==> src/hw/kpl_pkg.sv <==
// Package for the keypad layer priority block
package kpl_pkg;
  localparam int KPL_ID_W = 8;
  localparam int KPL_KEY_W = 8;
  localparam logic [7:0] KPL_NO_LAYER = 8'h00;
  localparam logic [7:0] KPL_KEY_FIRST = 8'h01;
  localparam logic [7:0] KPL_KEY_LAST = 8'h88;
  localparam logic [7:0] KPL_CTRL_OPEN = 8'h02;
  localparam logic [7:0] KPL_CTRL_CLOSE = 8'h03;
  localparam int KPL_ROWS = 8;

  typedef enum logic [3:0] {
    KPL_CMD_NONE,
    KPL_CMD_SELECT,
    KPL_CMD_LOCK,
    KPL_CMD_DESELECT,
    KPL_CMD_HOLD,
    KPL_CMD_UNLOCK,
    KPL_CMD_PRESS,
    KPL_CMD_RELEASE,
    KPL_CMD_BASE
  } kpl_cmd_t;

  typedef struct packed {
    logic [7:0] data;
    logic frame;
  } kpl_char_t;

  typedef struct packed {
    kpl_cmd_t op;
    logic [7:0] arg;
  } kpl_req_t;

  typedef struct packed {
    logic [7:0] hold;
    logic [7:0] sel;
    logic [7:0] lock;
    logic [7:0] base;
  } kpl_levels_t;

  typedef struct packed {
    logic [7:0] key;
    logic [7:0] layer;
    logic make;
  } kpl_event_t;
endpackage

==> src/hw/kpl_core.sv <==
// Keypad layer priority stack with framed command handling
`timescale 1ns/1ps
module kpl_core
  import kpl_pkg::*;
(
  input wire logic mclk_in,
  input wire logic reset_in,
  input wire logic [7:0] cfg_base_layer_in,
  input wire kpl_char_t cmd_char_in,
  input wire logic cmd_valid_in,
  input wire kpl_req_t req_in,
  input wire logic req_valid_in,
  input wire logic matrix_valid_in,
  input wire logic matrix_make_in,
  input wire logic [4:0] matrix_col_in,
  input wire logic [2:0] matrix_row_in,
  output logic [7:0] active_layer_out,
  output kpl_levels_t levels_out,
  output logic key_event_valid_out,
  output kpl_event_t key_event_out,
  output logic cmd_error_out
);
  // ****************************************
  // Command framing
  // ****************************************
  typedef enum logic [2:0] {KPL_P_IDLE, KPL_P_OP0, KPL_P_OP1, KPL_P_ARG, KPL_P_DONE} kpl_pstate_t;
  kpl_pstate_t pst_q, pst_d;
  logic [7:0] op0_q, op0_d;
  kpl_cmd_t pop_q, pop_d;
  logic [7:0] parg_q, parg_d;
  logic pexec;
  logic perr;

  function automatic logic is_digit(input logic [7:0] c);
    return (c >= 8'h30) && (c <= 8'h39);
  endfunction

  function automatic kpl_cmd_t decode(input logic [7:0] a, input logic [7:0] b);
    kpl_cmd_t r;
    r = KPL_CMD_NONE;
    if (a == 8'h4b) begin
      case (b)
        8'h53: r = KPL_CMD_SELECT;
        8'h4c: r = KPL_CMD_LOCK;
        8'h44: r = KPL_CMD_DESELECT;
        8'h48: r = KPL_CMD_HOLD;
        8'h55: r = KPL_CMD_UNLOCK;
        8'h50: r = KPL_CMD_PRESS;
        8'h52: r = KPL_CMD_RELEASE;
        8'h42: r = KPL_CMD_BASE;
        default: r = KPL_CMD_NONE;
      endcase
    end
    return r;
  endfunction

  always_comb begin
    pst_d = pst_q;
    op0_d = op0_q;
    pop_d = pop_q;
    parg_d = parg_q;
    pexec = 1'b0;
    perr = 1'b0;
    if (cmd_valid_in) begin
      if (cmd_char_in.data == KPL_CTRL_OPEN) begin
        pst_d = KPL_P_OP0;
        pop_d = KPL_CMD_NONE;
        parg_d = KPL_NO_LAYER;
      end else if (cmd_char_in.data == KPL_CTRL_CLOSE) begin
        pexec = (pst_q == KPL_P_ARG) && (pop_q != KPL_CMD_NONE);
        perr = (pst_q != KPL_P_IDLE) && !pexec;
        pst_d = KPL_P_IDLE;
      end else begin
        case (pst_q)
          KPL_P_IDLE: pst_d = KPL_P_IDLE;
          KPL_P_OP0: begin
            if (cmd_char_in.data != 8'h20) begin
              op0_d = cmd_char_in.data;
              pst_d = KPL_P_OP1;
            end
          end
          KPL_P_OP1: begin
            pop_d = decode(op0_q, cmd_char_in.data);
            pst_d = KPL_P_ARG;
          end
          KPL_P_ARG: begin
            if (is_digit(cmd_char_in.data)) begin
              parg_d = 8'((parg_q * 8'd10) + (cmd_char_in.data - 8'h30));
            end
          end
          default: pst_d = KPL_P_IDLE;
        endcase
      end
    end
  end

  always_ff @(posedge mclk_in or posedge reset_in) begin
    if (reset_in) begin
      pst_q <= KPL_P_IDLE;
      op0_q <= 8'h00;
      pop_q <= KPL_CMD_NONE;
      parg_q <= 8'h00;
    end else begin
      pst_q <= pst_d;
      op0_q <= op0_d;
      pop_q <= pop_d;
      parg_q <= parg_d;
    end
  end

  // ****************************************
  // Level stack and key events
  // ****************************************
  kpl_levels_t lev_q, lev_d;
  logic base_loaded_q, base_loaded_d;
  logic [7:0] make_layer_q [1:136];
  logic [7:0] make_layer_d [1:136];
  logic ev_v_q, ev_v_d;
  kpl_event_t ev_q, ev_d;
  logic err_q, err_d;
  kpl_cmd_t op;
  logic [7:0] arg;
  logic do_op;
  logic [7:0] mkey;
  logic [7:0] key;
  logic kmake;
  logic kvalid;
  logic [7:0] act;

  // Physical numbering; column 16 holds the eight special keys
  assign mkey = 8'({matrix_col_in, matrix_row_in} + 8'd1);

  always_comb begin
    // Parsed frames take precedence over a direct request in the same cycle
    do_op = pexec || req_valid_in;
    op = pexec ? pop_q : req_in.op;
    arg = pexec ? parg_q : req_in.arg;
  end

  function automatic logic [7:0] resolve(input kpl_levels_t l);
    if (l.hold != KPL_NO_LAYER) return l.hold;
    if (l.sel != KPL_NO_LAYER) return l.sel;
    if (l.lock != KPL_NO_LAYER) return l.lock;
    return l.base;
  endfunction

  assign act = resolve(lev_q);

  always_comb begin
    lev_d = lev_q;
    base_loaded_d = 1'b1;
    make_layer_d = make_layer_q;
    ev_v_d = 1'b0;
    ev_d = ev_q;
    err_d = perr;
    kvalid = 1'b0;
    kmake = 1'b0;
    key = 8'h00;
    if (!base_loaded_q) begin
      lev_d.base = cfg_base_layer_in;
    end
    if (do_op) begin
      case (op)
        KPL_CMD_SELECT: lev_d.sel = arg;
        KPL_CMD_LOCK: lev_d.lock = arg;
        KPL_CMD_DESELECT: lev_d.sel = KPL_NO_LAYER;
        KPL_CMD_HOLD: lev_d.hold = arg;
        KPL_CMD_UNLOCK: lev_d.lock = KPL_NO_LAYER;
        KPL_CMD_BASE: lev_d.base = arg;
        KPL_CMD_PRESS, KPL_CMD_RELEASE: begin
          kvalid = 1'b1;
          kmake = (op == KPL_CMD_PRESS);
          key = arg;
        end
        default: err_d = 1'b1;
      endcase
    end else if (matrix_valid_in) begin
      kvalid = 1'b1;
      kmake = matrix_make_in;
      key = mkey;
    end
    if (kvalid) begin
      if ((key < KPL_KEY_FIRST) || (key > KPL_KEY_LAST)) begin
        err_d = 1'b1;
      end else begin
        ev_v_d = 1'b1;
        ev_d.key = key;
        ev_d.make = kmake;
        if (kmake) begin
          ev_d.layer = act;
          make_layer_d[key] = act;
          // Hold ends here; the press still uses the held layer
          lev_d.hold = KPL_NO_LAYER;
        end else begin
          ev_d.layer = make_layer_q[key];
        end
      end
    end
  end

  always_ff @(posedge mclk_in or posedge reset_in) begin
    if (reset_in) begin
      lev_q <= '0;
      base_loaded_q <= 1'b0;
      for (int i = 1; i <= 136; i++) begin
        make_layer_q[i] <= 8'h00;
      end
      ev_v_q <= 1'b0;
      ev_q <= '0;
      err_q <= 1'b0;
    end else begin
      lev_q <= lev_d;
      base_loaded_q <= base_loaded_d;
      make_layer_q <= make_layer_d;
      ev_v_q <= ev_v_d;
      ev_q <= ev_d;
      err_q <= err_d;
    end
  end

  assign active_layer_out = act;
  assign levels_out = lev_q;
  assign key_event_valid_out = ev_v_q;
  assign key_event_out = ev_q;
  assign cmd_error_out = err_q;
endmodule

==> config.mk <==
export PLATFORM = sky130hd
export DESIGN_NAME = kpl_core
export DESIGN_NICKNAME = d
export VERILOG_FILES = /design/src/hw/kpl_pkg.sv /design/src/hw/kpl_core.sv
export SDC_FILE = /design/constraint.sdc
export NUM_CORES = 2
export LEC_CHECK = 0
export BUFFER_PORTS_ARGS = -buffer_cell sky130_fd_sc_hd__buf_4
export CAP_MARGIN = 20
export CORE_MARGIN = 2
export CORE_UTILIZATION = 45
export DETAILED_ROUTE_END_ITERATION = 8
export PLACE_DENSITY = 0.59
export SLEW_MARGIN = 10
export SYNTH_ARGS = -nofsm -noshare
export SYNTH_HDL_FRONTEND = slang
export SYNTH_SLANG_ARGS = --single-unit
==> constraint.sdc <==
create_clock -name mclk_in -period 66.7 [get_ports mclk_in]
set_input_delay 3.335 -clock mclk_in [delete_from_list [all_inputs] [get_ports mclk_in]]
set_output_delay 3.335 -clock mclk_in [all_outputs]
set_load 0.05 [all_outputs]
==> impl_metrics.csv <==
group,metric,value,unit
route,wl_per_cell,24.3,um
power_and_ir_drop,swShare,29.1,%
clocking,cts_buffers,130,
clocking,hold_buffers,0,
layout,instances_no_fill,6850,
die,start_util,45.5,%
synth,synth_most_common_cell,"dfrtp_1",
synth,synth_area_leader_cell,"dfrtp_1",
sta,tns,0,ns
synth,synthFlopType,"dfrtp_1",
route,drt_iter0_markers,3794,
sta,max_freq,113,MHz
clocking,clk_pin_slew,0.06,ns
layout,final_nets,5312,
layout,layout-drive-gt1-share,10.7,%
power_and_ir_drop,intPower,1200,uW
critical_path,cp_cell_sequence,"buf_4, or4_1, nor4_4, buf_4, mux2i_1, a21oi_2, nor4_4, buf_4, and3_4, buf_4, nor2_1, buf_4, inv_1, o21ai_0, a41oi_1",
power_and_ir_drop,leakage,0.0244,uW
power_and_ir_drop,p_comb_share,13.6,%
power_and_ir_drop,power.density,28.8,nW/um^2
power_and_ir_drop,clockPowerShare,42.6,%
sta,worst_slew_pin_slew,1.16,ns
critical_path,slowest_stage,"and3_4",
critical_path,crit_path_max_fanout,68,
clocking,clock_path_buffers,3,
placement,io_buffers,100,
global_route,grt_pass1_wl,257,mm
die,core,115000,um^2
synth,ys_async_sr_fraction,100,%
die,die_h,344,um
placement,hpwl,99.3,mm
flow_run,drv_cap,0,
sta,timing.final.setup_violations,0,
synth,ys_ff_latch,1162,
clocking,clk_latency,0.74,ns
synth,synthTopCellsByArea,"dfrtp_1 (56%), o21ai_0 (9.6%), nand2_1 (7.4%)",
route,ant_nets,0,
power_and_ir_drop,p_seq_share,43.8,%
clocking,post_cts_buffers,0,
power_and_ir_drop,total_power,1690,uW
sta,final-hold-violation-count,0,
sta,whs,0.474,ns
global_route,antenna_found_initial,3,
clocking,cts_root_buffer,"clkbuf_16",
route,vias_per_cell,6.05,
synth,synth_nets,5395,
synth,yosys-top-cells-count,"dfrtp_1 (1,162), nand2_1 (1,024), o21ai_0 (999), clkbuf_1 (328), a21oi_1 (272)",
global_route,grt_max_degree,182,
global_route,track_usage,28.3,%
synth,synthCells,5327,
synth,syn_avg_cell_area,9.79,um^2
die,io_pins,102,
synth,synth_edf_count,0,
die,dieArea,119000,um^2
layout,n_antenna_cell,0,
sta,drv_slew,0,
route,drt_wl_total,166,mm
die,rows,124,
sta,min_period_over_period,13.3,%
critical_path,critPathLaunchType,"input pin",
critical_path,path_class,"input pin to register",
critical_path,arrival,9.52,ns
die,die_width,344,um
clocking,ctsResizeCount,0,
power_and_ir_drop,switchingPower,490,uW
sta,fin_worst_skew,0.0195,ns
clocking,cts.sinks,1162,
sta,rsz0062_at_grt,"no",
power_and_ir_drop,vdd.ir_drop.worst,0.0273,mV
route,vias,41400,
route,first_pass_iters,6,
global_route,grt_overflow,0,
placement,gp_congestion,0.852,
clocking,cts_tree,"built",
sta,period_minus_slack,8.88,ns
critical_path,worstSetupEndpointType,"register",
critical_path,crit_top_cell,"buf_4",
outcome,status,"finished, final reports clean",
clocking,cts.htree.levels,4,
synth,synth.top_cell.area_share,55.8,%
synth,synth-seq-area-share,55.8,%
placement,dp_worst_setup_slack,57.19,ns
synth,ys_warn_count,0,
route,post-route-drc-count,0,
sta,layout_setup_ws,57.82,ns
placement,dp.cells,6598,
synth,synth_cell_types,83,
critical_path,crit_required,67.35,ns
sta,slew-limit-headroom,22.3,%
global_route,grt_pass1_vias,40400,
synth,synth_area,52100,um^2
layout,area_growth,12.3,%
critical_path,max_stage_delay,0.84,ns
worst_hold_path,hp-class,"register to register",
==> through the flow <==
| stage | area, um^2 | utilization [%] |
|---|---|---|
| 2_1_floorplan | 52100 | - |
| 3_3_place_gp | 54000 | 47.1 |
| 3_5_place_dp | 54100 | 47.2 |
| 4_1_cts | 58400 | 50.9 |
| 5_1_grt | 58600 | 51.1 |
| 6_report | 58600 | 51.1 |
==> layout by cell type, fill, tap and decap left out, types with 111 or more instances in the layout <==
cell type	synthesis	final
buf_4	17	251
a221oi_1	170	170
o22ai_1	111	111
nand2_1	1024	1024
a21oi_1	272	263
o21ai_0	999	999
a22oi_1	159	159
nor2_1	208	208
dfrtp_1	1162	1162
clkbuf_16	0	135
a22o_1	170	169
==> final cells by class <==
type	instances	area (um^2)
inverters	26	105
repair buffers	268	2090
multi-input cells	3656	21200
flip-flops and latches	1162	29100
clock buffers	203	3980
fillers	10500	56100
well taps	1512	1890
clock inverters	23	264
==> power by group through the flow <==
stage | Clock (uW) | Combinational, uW | Sequential [uW]
floorplan | 0 | 120 | 767
global placement | 0 | 227 | 751
detailed placement | 0 | 228 | 751
CTS | 729 | 229 | 739
global route | 759 | 244 | 741
finish | 718 | 230 | 739
==> registers in the layout (all words and copies together) (netlist names) <==
signal,count
base_loaded_q,1
pop_q,4
key_event_valid_out,1
make_layer_q,1088
key_event_out,17
parg_q,8
op0_q,8
cmd_error_out,1
pst_q,2
levels_out,32
==> logic make-up after synthesis <==
| group | count (synthesis) | share of synthesized area [%] |
|---|---|---|
| AO/OA/AOI/OAI | 2220 | 27.7 |
| XOR/XNOR | 16 | 0.269 |
| adder cells (fa/ha/maj) | 25 | 0.629 |
| buffers and inverters | 509 | 4.13 |
| flip-flops | 1162 | 55.8 |
| multiplexers | 35 | 0.739 |
| other | 1 | 0.00719 |
| AND/OR/NAND/NOR | 1359 | 10.7 |
==> per-layer routing <==
metal	vias to the layer above	part of all wire (%)	GRT usage [%]
met3	314	6.7	5.34
met4	2	3.9	11.3
li1	19200	-	-
met1	20600	44	39.6
met2	1313	45	43.7
met5	-	0.0084	0
==> final timing paths <==
kind                                   start                 to  cells after the start  slack (ns)
max                           cmd_char_in[8]   key_event_out[6]                     15       57.82
max in group asynchronous           reset_in  make_layer_q[932]                      5       60.62
min                        make_layer_q[638]  make_layer_q[638]                      2        0.47
min reg2reg                make_layer_q[638]  make_layer_q[638]                      2        0.47
min in group asynchronous           reset_in  make_layer_q[475]                      2        2.75
max reg2reg                         pop_q[3]   key_event_out[6]                     14       60.41
==> critical path: cells and delay by family <==
family,cells,cell delay (ns)
buffers and inverters,6,2.44
AND/OR/NAND/NOR,5,2.18
multiplexers,1,0.81
AO/OA/AOI/OAI,3,0.67
Note: power is estimated with default switching activity, not from simulation.
